### src/pkg/vcc_cfg.svh
// Register offsets, field positions, reset values and fixed codes of the channel capability registers.
`ifndef VCC_CFG_SVH
`define VCC_CFG_SVH
`define VCC_OFS_HLOG0     12'h11C
`define VCC_OFS_HLOG1     12'h120
`define VCC_OFS_HLOG2     12'h124
`define VCC_OFS_HLOG3     12'h128
`define VCC_OFS_CAPHDR    12'h140
`define VCC_OFS_CAP1      12'h144
`define VCC_OFS_CAP2      12'h148
`define VCC_OFS_CTRL      12'h14C
`define VCC_CAP_ID        16'h0002
`define VCC_CAP_VER       4'h1
`define VCC_NEXT_PTR      12'h20C
`define VCC_CNT_RESET     3'h0
`define VCC_REFCLK_100NS  2'h0
`define VCC_ENTRY_SIZE    2'h2
`define VCC_ARB_CAP_ONE   8'h03
`define VCC_ARB_CAP_NONE  8'h00
`define VCC_TBL_OFS_ONE   8'h03
`define VCC_TBL_OFS_NONE  8'h00
`define VCC_LOAD_BIT      0
`define VCC_SEL_LSB       1
`define VCC_SEL_MSB       3
`define VCC_STATUS_BIT    16
`define VCC_SEL_RESET     3'h0
`endif

### src/pkg/vcc_pkg.sv
// Types shared by the channel capability register block.
package vcc_pkg;
  typedef struct packed {
    logic [127:0] hlog;
    logic [2:0]   ext_cnt;
    logic [2:0]   low_priority_channel_group;
    logic [2:0]   arb_sel;
    logic         tbl_status;
    logic         load_pulse;
    logic [31:0]  rdata;
  } vcc_state_type;
endpackage : vcc_pkg

### src/rtl/vcc_regs.sv
// Channel capability registers and captured packet header log behind a plain register port.
//
// Design decision made here: the strobed register port.
`timescale 1ns/1ns
`include "vcc_cfg.svh"
module vcc_regs
(
  input  wire logic         mclk,
  input  wire logic         sys_rst,
  input  wire logic [11:0]  addr,
  input  wire logic [31:0]  wdata,
  input  wire logic         wr,
  input  wire logic         rd,
  output logic      [31:0]  rdata,
  input  wire logic         log_event,
  input  wire logic [127:0] log_header,
  input  wire logic         strap_load,
  input  wire logic [2:0]   strap_ext_cnt,
  input  wire logic [2:0]   strap_low_cnt,
  input  wire logic         tbl_entry_write,
  input  wire logic         tbl_load_done,
  output logic              tbl_load,
  output logic      [2:0]   arb_scheme
);
  vcc_pkg::vcc_state_type st;
  vcc_pkg::vcc_state_type next_st;

  // Reads return the big-endian byte order of each header doubleword.
  function automatic logic [31:0] swap_bytes(input logic [31:0] d);
    swap_bytes = {d[7:0], d[15:8], d[23:16], d[31:24]};
  endfunction : swap_bytes

  function automatic logic [31:0] read_mux(input vcc_pkg::vcc_state_type s, input logic [11:0] a);
    read_mux = 32'h0;
    case (a)
      `VCC_OFS_HLOG0 : read_mux = swap_bytes(s.hlog[31:0]);
      `VCC_OFS_HLOG1 : read_mux = swap_bytes(s.hlog[63:32]);
      `VCC_OFS_HLOG2 : read_mux = swap_bytes(s.hlog[95:64]);
      `VCC_OFS_HLOG3 : read_mux = swap_bytes(s.hlog[127:96]);
      `VCC_OFS_CAPHDR: read_mux = {`VCC_NEXT_PTR, `VCC_CAP_VER, `VCC_CAP_ID};
      `VCC_OFS_CAP1  : read_mux = {20'h0, `VCC_ENTRY_SIZE, `VCC_REFCLK_100NS, 1'b0,
                                   s.low_priority_channel_group, 1'b0, s.ext_cnt};
      `VCC_OFS_CAP2  : read_mux = (s.ext_cnt == 3'h1) ?
                                  {`VCC_TBL_OFS_ONE, 16'h0, `VCC_ARB_CAP_ONE} :
                                  {`VCC_TBL_OFS_NONE, 16'h0, `VCC_ARB_CAP_NONE};
      // Load bit reads zero; status sits alone at bit 16, the lowest bit of the upper half.
      `VCC_OFS_CTRL  : read_mux = {15'h0, s.tbl_status, 12'h0, s.arb_sel, 1'b0};
      default        : read_mux = 32'h0;
    endcase
  endfunction : read_mux

  always_comb
  begin
    next_st = st;
    next_st.load_pulse = 1'b0;
    if (log_event)
    begin
      next_st.hlog = log_header;
    end
    if (strap_load)
    begin
      next_st.ext_cnt = strap_ext_cnt;
      next_st.low_priority_channel_group = strap_low_cnt;
    end
    if (wr && addr == `VCC_OFS_CTRL)
    begin
      next_st.load_pulse = wdata[`VCC_LOAD_BIT];
      next_st.arb_sel = wdata[`VCC_SEL_MSB:`VCC_SEL_LSB];
    end
    if (tbl_load_done)
    begin
      next_st.tbl_status = 1'b0;
    end
    // A table write in the same cycle as completion keeps the flag set.
    if (tbl_entry_write)
    begin
      next_st.tbl_status = 1'b1;
    end
    next_st.rdata = rd ? read_mux(st, addr) : 32'h0;
  end

  always_ff @(posedge mclk or posedge sys_rst)
  begin
    if (sys_rst)
    begin
      st.hlog <= 128'h0;
      st.ext_cnt <= `VCC_CNT_RESET;
      st.low_priority_channel_group <= `VCC_CNT_RESET;
      st.arb_sel <= `VCC_SEL_RESET;
      st.tbl_status <= 1'b0;
      st.load_pulse <= 1'b0;
      st.rdata <= 32'h0;
    end
    else
    begin
      st <= next_st;
    end
  end

  assign rdata = st.rdata;
  assign tbl_load = st.load_pulse;
  // Unsupported schemes fall back to the default one.
  assign arb_scheme = (st.arb_sel <= 3'h1) ? st.arb_sel : 3'h0;

  // Every address that answers with something other than zero.
  function automatic logic is_mapped(input logic [11:0] a);
    is_mapped = (a == `VCC_OFS_HLOG0) || (a == `VCC_OFS_HLOG1) ||
                (a == `VCC_OFS_HLOG2) || (a == `VCC_OFS_HLOG3) ||
                (a == `VCC_OFS_CAPHDR) || (a == `VCC_OFS_CAP1) ||
                (a == `VCC_OFS_CAP2) || (a == `VCC_OFS_CTRL);
  endfunction : is_mapped

  // One checker per header doubleword; byte zero of each word leads the read data.
  for (genvar g = 0; g < 4; g++)
  begin : g_hlog_chk

  end
endmodule : vcc_regs

### config.mk
export PLATFORM = sky130hd
export DESIGN_NAME = vcc_regs
export DESIGN_NICKNAME = d
export VERILOG_FILES = /design/src/pkg/vcc_pkg.sv /design/src/rtl/vcc_regs.sv
export VERILOG_INCLUDE_DIRS = /design/src /design/src/pkg
export SDC_FILE = /design/constraint.sdc
export NUM_CORES = 1
export LEC_CHECK = 0
export ABC_AREA = 1
export BUFFER_PORTS_ARGS = -buffer_cell sky130_fd_sc_hd__buf_2
export CORE_AREA = 4 4 124 126
export DETAILED_ROUTE_END_ITERATION = 7
export DIE_AREA = 0 0 128 130
export PLACE_DENSITY = 0.83
export RECOVER_POWER = 100
export SYNTH_ARGS = -nofsm -noshare
export SYNTH_HDL_FRONTEND = slang
export SYNTH_SLANG_ARGS = --single-unit
### constraint.sdc
create_clock -name mclk -period 12.8 [get_ports mclk]
set_input_delay 0.64 -clock mclk [delete_from_list [all_inputs] [get_ports mclk]]
set_output_delay 0.64 -clock mclk [all_outputs]
set_load 0.01 [all_outputs]
==> tab_implementation.tex, run 1 <==
\begin{tabular}{lr}
\hline
Metric & Value \\
\hline
\multicolumn{2}{l}{\textbf{Layout}} \\
\quad Total non-filler cell area in the finished layout & 9080 um\^{}2 \\
\quad Most common cell after layout, fill and taps aside & sky130\_fd\_sc\_hd\_\_dfrtp\_1 \\
\quad Non-filler instance count after layout & 1173 \\
\quad Number of filler instances in the final layout & 1169 \\
\quad Layout Nets & 1161 \\
\quad Post-synthesis to final-layout area growth & 16.0\% \\
\quad Most used cells in the layout excluding fill and tap cells & sky130\_fd\_sc\_hd\_\_dfrtp\_1 (171), sky130\_fd\_sc\_hd\_\_buf\_2 (154), sky130\_fd\_sc\_hd\_\_nand2\_1 (152) \\
\quad Fraction of layout instances using a drive strength above 1 & 28.7\% \\
\multicolumn{2}{l}{\textbf{CTS}} \\
\quad Number of buffers added by the clock tree synthesis step & 17 \\
\quad CTS Root Buffer Type & sky130\_fd\_sc\_hd\_\_clkbuf\_16 \\
\quad Post-CTS clock slew at the launch and capture registers of the worst setup and hold paths & 0.06 ns \\
\quad Insertion delay of the later-clocked pin in the worst-skew pair & 0.42 ns \\
\quad Post-CTS resize count & 0 \\
\quad Post-CTS setup-driven buffer insertion count & 0 \\
\quad Total number of clock tree sinks & 171 \\
\quad Clock buffer depth & 2 \\
\quad Deepest level of the CTS H-tree & 4 \\
\quad TritonCTS clock tree & done \\
\quad Hold\_buf cts & 0 \\
\multicolumn{2}{l}{\textbf{Detailed routing}} \\
\quad DR iter-0 viols & 340 \\
\quad Detailed-router iteration count before antenna repair & 5 \\
\quad Via Count & 6048 \\
\quad Number of DRC violations after detailed routing & 0 \\
\quad Detailed-route wire length per cell & 16.4 um \\
\quad Routed Wire Length & 19.2 mm \\
\quad Routed vias/inst & 5.16 \\
\quad Post-DRT Antenna Nets & 0 \\
\multicolumn{2}{l}{\textbf{Yosys}} \\
\quad Post-Syn Area per Cell & 9.43 um\^{}2 \\
\quad XOR/XNOR Fraction of Synth Area & 0\% \\
\quad Synth area leaders & sky130\_fd\_sc\_hd\_\_dfrtp\_1 (55\%), sky130\_fd\_sc\_hd\_\_mux2\_2 (8.9\%), sky130\_fd\_sc\_hd\_\_nand2\_1 (7.3\%) \\
\quad Portion of netlist area occupied by mux cells & 8.92\% \\
\quad Number of synthesized register bits & 171 \\
\quad Synthesized-area fraction occupied by ao, oa, aoi and oai cells & 8.36\% \\
\quad Yosys cell types & 27 \\
\quad Mapped cell area & 7830 um\^{}2 \\
\quad Top cell type by total area after synthesis & sky130\_fd\_sc\_hd\_\_dfrtp\_1 \\
\quad Synthesized instance count & 830 \\
\quad Proportion of netlist area held by the largest area contributor & 54.7\% \\
\quad Main combinational cell family by area after synthesis & simple AND/OR/NAND/NOR gates \\
\quad Count of synthesis-stage warnings from yosys & 0 \\
\quad Fraction of the mapped netlist area in simple logic gates & 17.5\% \\
\quad Adder-cell share of the synthesized area & 0\% \\
\quad Sequential fraction of the synthesis area & 54.7\% \\
\multicolumn{2}{l}{\textbf{Setup path}} \\
\quad Critical path required time & 12.90 ns \\
\quad Reg2reg setup slack & 11.39 ns \\
\quad Crit path top cell by count & sky130\_fd\_sc\_hd\_\_clkbuf\_1 \\
\quad End of the worst register-to-register path & rdata[24] \\
\quad Crit path launch type & input port \\
\quad Cells along the critical path & clkbuf\_1, clkbuf\_1, o21ai\_0 \\
\quad Start of the worst register-to-register path & st[41] \\
\quad Largest fanout on the critical path & 106 \\
\quad Critical path's largest stage delay & 2.88 ns \\
\quad Worst r2r path cells & 5 \\
\quad Type of the setup path with the least slack & in2reg \\
\quad Endpoint arrival time on the critical path & 7.00 ns \\
\quad Max stage delay cell, worst path & sky130\_fd\_sc\_hd\_\_clkbuf\_1 \\
\quad Endpoint type of the worst setup path & flop \\
\multicolumn{2}{l}{\textbf{Global route}} \\
\quad Initial antenna violation count & 0 \\
\quad Total gr overflow & 0 \\
\quad Total global routing track utilization & 23.6\% \\
\quad Wire length of the first global-routing pass & 30.2 mm \\
\quad Vias in the first global route & 6078 \\
\quad Pin count of the biggest net entering global routing & 107 \\
\multicolumn{2}{l}{\textbf{Timing}} \\
\quad Endpoints failing hold & 0 \\
\quad Worst setup slack after layout & 5.90 ns \\
\quad Shortest period the worst path allows & 6.90 ns \\
\quad Relative slew slack & -244\% \\
\quad Max Transition Viols Final & 403 \\
\quad Worst Clk Skew & 0.00952 ns \\
\quad Final setup violating endpoints & 0 \\
\quad Final setup TNS & 0 ns \\
\quad Unrepaired setup endpoints after global routing & no \\
\quad Achievable Freq & 145 MHz \\
\quad Final period utilization & 53.9\% \\
\quad Worst Tran Pin Value & 5.11 ns \\
\multicolumn{2}{l}{\textbf{Floorplan}} \\
\quad Core footprint & 14300 um\^{}2 \\
\quad Area of the die & 16600 um\^{}2 \\
\quad Std cell rows & 44 \\
\quad Chip height & 130 um \\
\quad Horizontal die dimension & 128 um \\
\quad Ports & 222 \\
\quad Effective utilization at floorplan & 54.7\% \\
\multicolumn{2}{l}{\textbf{Pwr}} \\
\quad Cell Pwr Density & 132 nW/um\^{}2 \\
\quad Leakage power figure & 4.49 nW \\
\quad Largest voltage drop on the vdd net & 0.0000900 V \\
\multicolumn{2}{l}{\textbf{Placement}} \\
\quad Total placed instance area & 8600 um\^{}2 \\
\quad Worst Setup Slack post-DPL & 9.48 ns \\
\quad Total half-perimeter wirelength after legalization and detailed placement & 13.3 mm \\
\quad Dpl cells & 1140 \\
\quad GPL Wtd Cong & 0.900 \\
\quad IO buf count & 191 \\
\multicolumn{2}{l}{\textbf{Run}} \\
\quad Max-cap violation count & 5 \\
\multicolumn{2}{l}{\textbf{Hold path}} \\
\quad Hold depth & 2 \\
\quad Hold Path End & st[33] \\
\quad Worst Min Path Start & tbl\_load\_done \\
\quad Type of the most critical hold path & in2reg \\
\multicolumn{2}{l}{\textbf{Outcome}} \\
\quad Failing checks & max-capacitance violations, max-slew violations \\
\quad Status & finished with violations \\
\hline
\end{tabular}
==> worst max-delay path by stage <==
stage,start,endpoint,slack (ns),cells past startpoint
after CTS,addr[0],rdata[17],9.93,9
after global placement,addr[0],rdata[9],9.53,9
after floorplan,sys_rst,rdata[0],7.53,1
after detailed placement,addr[0],rdata[17],9.48,9
after global routing,sys_rst,st[144],5.04,3
final,log_event,st[64],5.90,3
==> layout make-up <==
class / instances / area (um^2) / share of cell area, %
Tap cell: 184 / 230 / 2.53
Sequential cell: 171 / 4280 / 47.1
Antenna cell: 1 / 2.50 / 0.0275
Inverter: 100 / 377 / 4.15
Clock inverter: 9 / 87.6 / 0.964
Timing Repair Buffer: 194 / 921 / 10.1
Multi-Input combinational cell: 491 / 2700 / 29.7
Clock buffer: 23 / 488 / 5.37
==> metrics by stage <==
step           utilization, %  power (mW)  hold slack, ns
3_5_place_dp             60.1       0.712           0.495
4_1_cts                  64.1        1.21           0.390
2_1_floorplan               -       0.667           0.465
6_report                 63.5        1.20           0.404
5_1_grt                  63.4        1.25           0.403
3_3_place_gp             60.1       0.706           0.489
==> cells in the mapped netlist <==
library cell and instances:
sky130_fd_sc_hd__dfrtp_1 171, sky130_fd_sc_hd__nand2_1 152, sky130_fd_sc_hd__o21ai_0 100, sky130_fd_sc_hd__inv_1 97
sky130_fd_sc_hd__nor2_1 63, sky130_fd_sc_hd__mux2_2 62, sky130_fd_sc_hd__nand3_1 47, sky130_fd_sc_hd__buf_4 35
sky130_fd_sc_hd__nor2_2 21, sky130_fd_sc_hd__o22ai_1 18, sky130_fd_sc_hd__buf_2 17, sky130_fd_sc_hd__clkbuf_1 12
sky130_fd_sc_hd__nand2_2 6, sky130_fd_sc_hd__buf_6 5, sky130_fd_sc_hd__nor2_4 5, sky130_fd_sc_hd__inv_2 3
sky130_fd_sc_hd__nand2_4 3, sky130_fd_sc_hd__nand3_2 3, sky130_fd_sc_hd__nor3_1 2, sky130_fd_sc_hd__a21oi_1 1
sky130_fd_sc_hd__conb_1 1, sky130_fd_sc_hd__nand4_1 1, sky130_fd_sc_hd__nor2_8 1, sky130_fd_sc_hd__o21a_1 1
sky130_fd_sc_hd__o21ai_1 1, sky130_fd_sc_hd__o21ai_4 1, sky130_fd_sc_hd__o21bai_1 1
==> per-layer routing <==
| metal | vias to the layer above | track usage [%] | part of all wire (%) |
|---|---|---|---|
| met5 | - | 0 | 0 |
| met4 | 0 | 7.18 | 1.3 |
| met3 | 24 | 6.30 | 8.1 |
| met1 | 2891 | 30.0 | 41 |
| met2 | 234 | 39.8 | 50 |
| li1 | 2899 | - | - |
==> state kept, by name (all words and copies together) (netlist names) <==
name      cells
rdata        32
st          138
tbl_load      1
==> report_power, final <==
part	switching, mW	total [mW]	internal (mW)
sequential	0.0171	0.598	0.581
clock	0.207	0.495	0.289
combinational	0.0572	0.106	0.0489
total	0.281	1.20	0.919
==> kinds of logic (layout without fill, tap and decap cells) <==
family                 Yosys count  in the layout
AND/OR/NAND/NOR                304            304
other                            1              3
buffers and inverters          169            326
AO/OA/AOI/OAI                  123            123
flip-flops                     171            171
multiplexers                    62             62
==> worst max-delay path, delay by kind of cell <==
family	cells	cell delay (ns)
AO/OA/AOI/OAI	1	0.57
buffers and inverters	2	5.70
Power figures use the tool's default switching activity.
==> run 2, diff against run 1 <==
ABC_AREA = 0   (was 1)
CORE_AREA = 4 4 125 127   (was 4 4 124 126)
DIE_AREA = 0 0 129 131   (was 0 0 128 130)
PLACE_DENSITY = 0.79   (was 0.83)
clock period = 6.5 ns   (was 12.8 ns; I/O delays follow)
==> run 2 against run 1 <==
Critical endpoint is now st[90]. Critical path type unchanged. Largest cell class unchanged. Highest routed layer is now met5. Sequential power rose by 100%. Count of clock-buffer cells in the layout fell by 2. Worst hold slack got worse by 0.32 ns. The run still ends with max-capacitance violations, max-slew violations left.
==> tab_implementation.tex, run 2 <==
\begin{tabular}{lr}
\hline
Metric & Value \\
\hline
\multicolumn{2}{l}{\textbf{Global route}} \\
\quad Vias in the first global route & 5317 (-13\%) \\
\quad Total global routing track utilization & 21.3\% (-2.3 points) \\
\quad Wire length of the first global-routing pass & 27.4 mm (-9.5\%) \\
\quad Total gr overflow & 0 (unchanged) \\
\quad Pin count of the biggest net entering global routing & 102 (-4.7\%) \\
\quad Initial antenna violation count & 1 (+1) \\
\multicolumn{2}{l}{\textbf{Timing}} \\
\quad Relative slew slack & -187\% (+57 points) \\
\quad Max Transition Viols Final & 200 (-50\%) \\
\quad Min Hold Slack & 0.0838 ns (-0.320 ns) \\
\quad Achievable Freq & 248 MHz \\
\quad Worst Clk Skew & 0.00589 ns (-0.00363 ns) \\
\quad Final setup violating endpoints & 0 (unchanged) \\
\quad Worst Tran Pin Value & 4.28 ns (-0.827 ns) \\
\quad Shortest period the worst path allows & 4.03 ns \\
\quad Worst setup slack after layout & 2.47 ns (-3.43 ns) \\
\quad Endpoints failing hold & 0 (unchanged) \\
\quad Unrepaired setup endpoints after global routing & no \\
\quad Final period utilization & 62.0\% \\
\quad Final setup TNS & 0 ns (unchanged) \\
\multicolumn{2}{l}{\textbf{Setup path}} \\
\quad Critical path required time & 6.80 ns (-6.10 ns) \\
\quad Endpoint arrival time on the critical path & 4.33 ns (-2.67 ns) \\
\quad Kind of cell adding the most delay to the critical path & buffers and inverters \\
\quad Largest fanout on the critical path & 67 (-37\%) \\
\quad Max stage delay cell, worst path & sky130\_fd\_sc\_hd\_\_clkbuf\_1 \\
\quad Start of the worst register-to-register path & st[41] \\
\quad CP startpoint & log\_event \\
\quad Endpoint type of the worst setup path & flop \\
\quad Critical path's largest stage delay & 2.52 ns (-0.36 ns) \\
\quad Buffers \& Inverters on Critical Path & 2 (unchanged) \\
\quad Crit path launch type & input port \\
\quad Cells along the critical path & clkbuf\_1, buf\_4, mux2\_2 \\
\quad Type of the setup path with the least slack & in2reg \\
\multicolumn{2}{l}{\textbf{Layout}} \\
\quad Most used cells in the layout excluding fill and tap cells & sky130\_fd\_sc\_hd\_\_dfrtp\_1 (171), sky130\_fd\_sc\_hd\_\_buf\_2 (154), sky130\_fd\_sc\_hd\_\_mux2\_2 (143) \\
\quad Post-synthesis to final-layout area growth & 17.8\% \\
\quad Largest register FFs & 138 (unchanged) \\
\quad Most flop-heavy register & st \\
\quad Number of diodes & 0 (-1) \\
\quad Most common cell after layout, fill and taps aside & sky130\_fd\_sc\_hd\_\_dfrtp\_1 \\
\quad Layout Nets & 879 (-24\%) \\
\quad Final cell utilization of the core & 60.8\% (-2.7 points) \\
\quad Fraction of layout instances using a drive strength above 1 & 48.3\% (+20 points) \\
\multicolumn{2}{l}{\textbf{CTS}} \\
\quad Number of buffers added by the clock tree synthesis step & 17 (unchanged) \\
\quad Post-CTS clock slew at the launch and capture registers of the worst setup and hold paths & 0.06 ns (about the same) \\
\quad Total number of clock tree sinks & 171 (unchanged) \\
\quad CTS Root Buffer Type & sky130\_fd\_sc\_hd\_\_clkbuf\_16 \\
\quad Clock buffer depth & 2 (unchanged) \\
\quad Hold\_buf cts & 0 (unchanged) \\
\quad TritonCTS clock tree & done \\
\quad Post-CTS resize count & 0 (unchanged) \\
\quad Post-CTS setup-driven buffer insertion count & 0 (unchanged) \\
\quad Insertion delay of the later-clocked pin in the worst-skew pair & 0.42 ns (about the same) \\
\quad Deepest level of the CTS H-tree & 4 (unchanged) \\
\multicolumn{2}{l}{\textbf{Floorplan}} \\
\quad Horizontal die dimension & 129 um (+0.78\%) \\
\quad Area of the die & 16900 um\^{}2 (+1.6\%) \\
\quad Ports & 222 (unchanged) \\
\quad Effective utilization at floorplan & 51.6\% (-3.1 points) \\
\quad Core footprint & 14400 um\^{}2 (+0.77\%) \\
\quad Chip height & 131 um (+0.77\%) \\
\quad Std cell rows & 44 (unchanged) \\
\multicolumn{2}{l}{\textbf{Detailed routing}} \\
\quad Detailed-router iteration count before antenna repair & 4 (-1) \\
\quad Post-DRT Antenna Nets & 0 (unchanged) \\
\quad Via Count & 4933 (-18\%) \\
\quad Routed Wire Length & 17.9 mm (-6.8\%) \\
\quad Detailed-route wire length per cell & 20.1 um (+23\%) \\
\quad DR iter-0 viols & 356 (+4.7\%) \\
\quad Number of DRC violations after detailed routing & 0 (unchanged) \\
\quad Routed vias/inst & 5.54 (+7.5\%) \\
\multicolumn{2}{l}{\textbf{Yosys}} \\
\quad Top cell type by total area after synthesis & sky130\_fd\_sc\_hd\_\_dfrtp\_1 \\
\quad EDFF count, synth & 0 (unchanged) \\
\quad Mapped cell area & 7440 um\^{}2 (-4.9\%) \\
\quad Yosys cell types & 41 (+52\%) \\
\quad Ys flop type & sky130\_fd\_sc\_hd\_\_dfrtp\_1 \\
\quad Sequential fraction of the synthesis area & 57.5\% (+2.8 points) \\
\quad Synthesized instance count & 544 (-34\%) \\
\quad Post-Syn Area per Cell & 13.7 um\^{}2 (+45\%) \\
\quad Synth area leaders & sky130\_fd\_sc\_hd\_\_dfrtp\_1 (57\%), sky130\_fd\_sc\_hd\_\_mux2\_2 (22\%), sky130\_fd\_sc\_hd\_\_a22oi\_1 (4.8\%) \\
\quad Number of synthesized register bits & 171 (unchanged) \\
\quad Top cells by count, synth & sky130\_fd\_sc\_hd\_\_dfrtp\_1 (171), sky130\_fd\_sc\_hd\_\_mux2\_2 (143), sky130\_fd\_sc\_hd\_\_a22oi\_1 (48) \\
\quad Proportion of netlist area held by the largest area contributor & 57.5\% (+2.8 points) \\
\quad Count of synthesis-stage warnings from yosys & 0 (unchanged) \\
\quad Most frequent cell after synthesis & sky130\_fd\_sc\_hd\_\_dfrtp\_1 \\
\quad Post-synthesis async set-or-reset flop share & 100\% (unchanged) \\
\multicolumn{2}{l}{\textbf{Pwr}} \\
\quad Clock share of power & 43.0\% (+1.7 points) \\
\quad Sequential share of power & 48.5\% (-1.4 points) \\
\quad Pint & 1.92 mW (+110\%) \\
\quad Part of the total power dissipated in combinational logic & 8.4\% (-0.4 points) \\
\quad Leakage power figure & 3.80 nW (-15\%) \\
\quad Share of total power consumed by net switching & 21.9\% (-1.5 points) \\
\quad Cell Pwr Density & 281 nW/um\^{}2 (+110\%) \\
\quad Largest voltage drop on the vdd net & 0.000166 V (+85\%) \\
\quad Net switching power of the design & 0.540 mW (+92\%) \\
\quad Pwr Total & 2.46 mW (+110\%) \\
\multicolumn{2}{l}{\textbf{Run}} \\
\quad Max-cap violation count & 4 (-1) \\
\multicolumn{2}{l}{\textbf{Hold path}} \\
\quad Type of the most critical hold path & in2reg \\
\quad Worst Min Path Start & tbl\_entry\_write \\
\multicolumn{2}{l}{\textbf{Placement}} \\
\quad IO buf count & 191 (unchanged) \\
\quad Worst Setup Slack post-DPL & 3.68 ns (-5.80 ns) \\
\quad Total half-perimeter wirelength after legalization and detailed placement & 12.2 mm (-8.2\%) \\
\quad GPL Wtd Cong & 0.876 (-2.6\%) \\
\multicolumn{2}{l}{\textbf{Outcome}} \\
\quad Failing checks & max-capacitance violations, max-slew violations \\
\quad Status & finished with violations \\
\hline
\end{tabular}
run 2: per-stage QoR:
stage                     cell area [um^2]  instances
final                                 8770        890
after global routing                  8770        890
after CTS                             8840        890
after detailed placement              8220        858
after global placement                8220        858
after floorplan                       7450        545
run 2: logic make-up (layout without fill, tap and decap cells):
kind of cell           Yosys count  count (layout)  synth area share [%]
AO/OA/AOI/OAI                  104             104                  9.18
buffers and inverters           70             231                  6.41
flip-flops                     171             171                  57.5
multiplexers                   146             146                  22.0
other                            1               2                0.0504
AND/OR/NAND/NOR                 52              52                  4.83
run 2: path summary, 6_finish.rpt:
check,end,slack [ns],cells past startpoint
worst max-delay path,st[90],2.47,3
worst max register to register,rdata[24],5.16,5
max in group asynchronous,st[165],3.02,3
worst min register to register,st[143],0.51,1
worst min-delay path,st[33],0.08,2
min in group asynchronous,st[64],1.21,2
run 2: routing by layer:
| layer | wire length, um | vias to the layer above | global-route usage [%] | part of all wire [%] |
|---|---|---|---|---|
| met5 | 7 | - | 0 | 0.039 |
| met4 | 265 | 2 | 6.55 | 1.5 |
| met3 | 1390 | 23 | 6.14 | 7.7 |
| li1 | - | 2250 | - | - |
| met1 | 7410 | 2473 | 26.8 | 41 |
| met2 | 8860 | 185 | 35.9 | 49 |
run 2: area by class of cell:
type                            count  area, um^2
Clock buffer                       21         450
Clock inverter                     11         168
Fill cell                        1113        5650
Inverter                            2        8.76
Multi-Input combinational cell    304        2680
Sequential cell                   171        4280
Tap cell                          184         230
Timing Repair Buffer              197         951
run 2: worst reg2reg max path: stages, from the launching register on:
cell and delay (ns):
sky130_fd_sc_hd__dfrtp_1 0.39, sky130_fd_sc_hd__nor2_1 0.10, sky130_fd_sc_hd__nand4_1 0.13, sky130_fd_sc_hd__nor2_1 0.35, sky130_fd_sc_hd__a221oi_1 0.11, sky130_fd_sc_hd__a21oi_1 0.17
run 2: power by group through the flow:
stage / logic [mW] / registers, mW / clock network, mW
floorplan: 0.136 / 1.20 / 0
global placement: 0.197 / 1.21 / 0
detailed placement: 0.207 / 1.21 / 0
CTS: 0.209 / 1.19 / 1.08
global route: 0.230 / 1.20 / 1.13
finish: 0.208 / 1.20 / 1.06
==> run 3, diff against run 2 <==
clock period = 4.1 ns   (was 6.5 ns; I/O delays follow)
==> run 3 against run 2 <==
First-iteration DRC count shrank 9.3%. Via count grew 3.0%. Global-route usage is essentially flat. The run still ends with max-capacitance violations, max-slew violations left. Sequential cell count is the same. Cell area grew 0.53%. Routed wire length grew 0.61%. Die area is the same.
==> tab_implementation.tex, run 3 (synthesis results as in run 2) <==
\begin{tabular}{lr}
\hline
Metric & Value \\
\hline
\multicolumn{2}{l}{\textbf{Outcome}} \\
\quad Status & finished with violations \\
\quad Failing checks & max-capacitance violations, max-slew violations \\
\multicolumn{2}{l}{\textbf{Timing}} \\
\quad Final period utilization & 72.1\% \\
\quad Worst Tran Pin Value & 1.99 ns (-2.29 ns) \\
\quad Final setup violating endpoints & 0 (unchanged) \\
\quad Achievable Freq & 338 MHz \\
\quad Endpoints failing hold & 0 (unchanged) \\
\quad Final setup TNS & 0 ns (unchanged) \\
\quad Shortest period the worst path allows & 2.96 ns \\
\quad Max Transition Viols Final & 109 (-46\%) \\
\quad Unrepaired setup endpoints after global routing & no \\
\quad Relative slew slack & -32.6\% (+150 points) \\
\quad Worst Clk Skew & 0.00776 ns (+0.00187 ns) \\
\quad Worst setup slack after layout & 1.14 ns (-1.33 ns) \\
\multicolumn{2}{l}{\textbf{CTS}} \\
\quad Post-CTS setup-driven buffer insertion count & 0 (unchanged) \\
\quad Total number of clock tree sinks & 171 (unchanged) \\
\quad Number of buffers added by the clock tree synthesis step & 17 (unchanged) \\
\quad TritonCTS clock tree & done \\
\quad Insertion delay of the later-clocked pin in the worst-skew pair & 0.42 ns (about the same) \\
\quad CTS Root Buffer Type & sky130\_fd\_sc\_hd\_\_clkbuf\_16 \\
\quad Deepest level of the CTS H-tree & 4 (unchanged) \\
\quad Clock buffer depth & 2 (unchanged) \\
\quad Post-CTS clock slew at the launch and capture registers of the worst setup and hold paths & 0.06 ns (about the same) \\
\multicolumn{2}{l}{\textbf{Floorplan}} \\
\quad Core footprint & 14400 um\^{}2 (unchanged) \\
\quad Area of the die & 16900 um\^{}2 (unchanged) \\
\quad Chip height & 131 um (unchanged) \\
\quad Effective utilization at floorplan & 51.6\% (unchanged) \\
\quad Std cell rows & 44 (unchanged) \\
\quad Ports & 222 (unchanged) \\
\quad Horizontal die dimension & 129 um (unchanged) \\
\multicolumn{2}{l}{\textbf{Layout}} \\
\quad Total area of sequential cells & 4280 um\^{}2 (unchanged) \\
\quad Layout Nets & 893 (+1.6\%) \\
\quad Fraction of layout instances using a drive strength above 1 & 47.1\% (-1.2 points) \\
\quad Largest register FFs & 138 (unchanged) \\
\quad Total non-filler cell area in the finished layout & 8820 um\^{}2 (+0.53\%) \\
\quad Most common cell after layout, fill and taps aside & sky130\_fd\_sc\_hd\_\_dfrtp\_1 \\
\quad Number of diodes & 0 (unchanged) \\
\quad Most flop-heavy register & st \\
\quad Number of filler instances in the final layout & 1163 (+4.5\%) \\
\quad Most used cells in the layout excluding fill and tap cells & sky130\_fd\_sc\_hd\_\_dfrtp\_1 (171), sky130\_fd\_sc\_hd\_\_buf\_2 (152), sky130\_fd\_sc\_hd\_\_mux2\_2 (142) \\
\quad Post-synthesis to final-layout area growth & 18.5\% \\
\quad Area used by multi-input combinational logic & 2680 um\^{}2 (unchanged) \\
\multicolumn{2}{l}{\textbf{Detailed routing}} \\
\quad Post-DRT Antenna Nets & 0 (unchanged) \\
\quad Detailed-router iteration count before antenna repair & 5 (+1) \\
\quad Routed Wire Length & 18.0 mm (+0.61\%) \\
\quad Routed vias/inst & 5.63 (+1.6\%) \\
\quad Number of DRC violations after detailed routing & 0 (unchanged) \\
\quad Via Count & 5083 (+3.0\%) \\
\quad DR iter-0 viols & 323 (-9.3\%) \\
\quad Detailed-route wire length per cell & 20.0 um (-0.84\%) \\
\multicolumn{2}{l}{\textbf{Global route}} \\
\quad Total gr overflow & 0 (unchanged) \\
\quad Wire length of the first global-routing pass & 27.5 mm (+0.68\%) \\
\quad Pin count of the biggest net entering global routing & 110 (+7.8\%) \\
\quad Initial antenna violation count & 0 (-1) \\
\quad Total global routing track utilization & 21.3\% (about the same) \\
\quad Vias in the first global route & 5369 (+0.98\%) \\
\multicolumn{2}{l}{\textbf{Pwr}} \\
\quad Largest voltage drop on the vdd net & 0.000304 V (+83\%) \\
\quad Leakage power figure & 3.82 nW (+0.36\%) \\
\quad Cell Pwr Density & 417 nW/um\^{}2 (+48\%) \\
\multicolumn{2}{l}{\textbf{Setup path}} \\
\quad Endpoint arrival time on the critical path & 3.25 ns (-1.08 ns) \\
\quad Endpoint type of the worst setup path & flop \\
\quad Largest fanout on the critical path & 80 (+19\%) \\
\quad Crit path launch type & input port \\
\quad Type of the setup path with the least slack & in2reg \\
\quad Critical path required time & 4.40 ns (-2.40 ns) \\
\multicolumn{2}{l}{\textbf{Placement}} \\
\quad Total half-perimeter wirelength after legalization and detailed placement & 12.5 mm (+2.6\%) \\
\quad Worst Setup Slack post-DPL & 1.45 ns (-2.23 ns) \\
\quad IO buf count & 191 (unchanged) \\
\quad Total placed instance area & 8260 um\^{}2 (+0.41\%) \\
\quad GPL Wtd Cong & 0.859 (-1.9\%) \\
\multicolumn{2}{l}{\textbf{Run}} \\
\quad Max-cap violation count & 2 (-2) \\
\multicolumn{2}{l}{\textbf{Hold path}} \\
\quad Type of the most critical hold path & in2reg \\
\hline
\end{tabular}
## run 3: changes by cell type in the layout (fill, tap and decap cells not counted), sizes merged
cell | before | now
dlygate4sd3 | 0 | 11
bufinv | 4 | 0
clkinvlp | 3 | 4
clkbuf | 59 | 64
inv | 2 | 1
buf | 159 | 160
## run 3: repair_timing
| action | CTS | global route |
|---|---|---|
| resized for setup | 0 | 0 |
| hold buffers | 7 | 4 |
| endpoints found under the hold margin | 19 | 4 |
| endpoints found under the setup margin | 0 | 0 |
## run 3: metal layers
metal	vias to the layer above	track usage, %	share of wire, %
li1	2261	-	-
met5	-	0	0
met1	2589	25.9	39
met2	214	35.9	51
met4	0	7.04	1.1
met3	19	7.20	9.1
## run 3: critical path, stage by stage
cell	delay, ns
sky130_fd_sc_hd__clkbuf_2	1.40
sky130_fd_sc_hd__clkbuf_1	1.18
sky130_fd_sc_hd__mux2_2	0.44
## run 3: cell type report
class	instances	share of cell area [%]
timing repair buffer	211	12.4
multi-input combinational	304	30.4
inverter	2	0.0993
clock buffer	24	5.46
tap	184	2.61
sequential	171	48.5
clock inverter	7	0.483
## run 3: worst paths after layout
kind / start / end / slack (ns) / cells after the start
worst max-delay path: log_event / st[47] / 1.14 / 3
worst min-delay path: strap_low_cnt[1] / st[38] / 0.02 / 2
worst max register to register: st[131] / rdata[0] / 2.79 / 4
worst min register to register: st[115] / st[115] / 0.51 / 1
max in group asynchronous: sys_rst / st[75] / 2.68 / 4
min in group asynchronous: sys_rst / st[133] / 0.41 / 3
## run 3: metrics by stage
step | total power, mW | utilization (%) | cells | hold slack, ns
after floorplan | 2.11 | - | 545 | 0.297
after global placement | 2.23 | 57.2 | 861 | 0.200
after detailed placement | 2.26 | 57.2 | 861 | 0.209
after CTS | 3.70 | 61.4 | 899 | 0.0000732
after global routing | 3.82 | 61.1 | 903 | 0.000580
final | 3.67 | 61.1 | 903 | 0.0162
## run 3: where the power goes
group | switching, mW | leakage [nW] | internal, mW
clock network | 0.625 | 0.252 | 0.815
logic | 0.138 | 1.48 | 0.198
registers | 0.0743 | 2.08 | 1.82
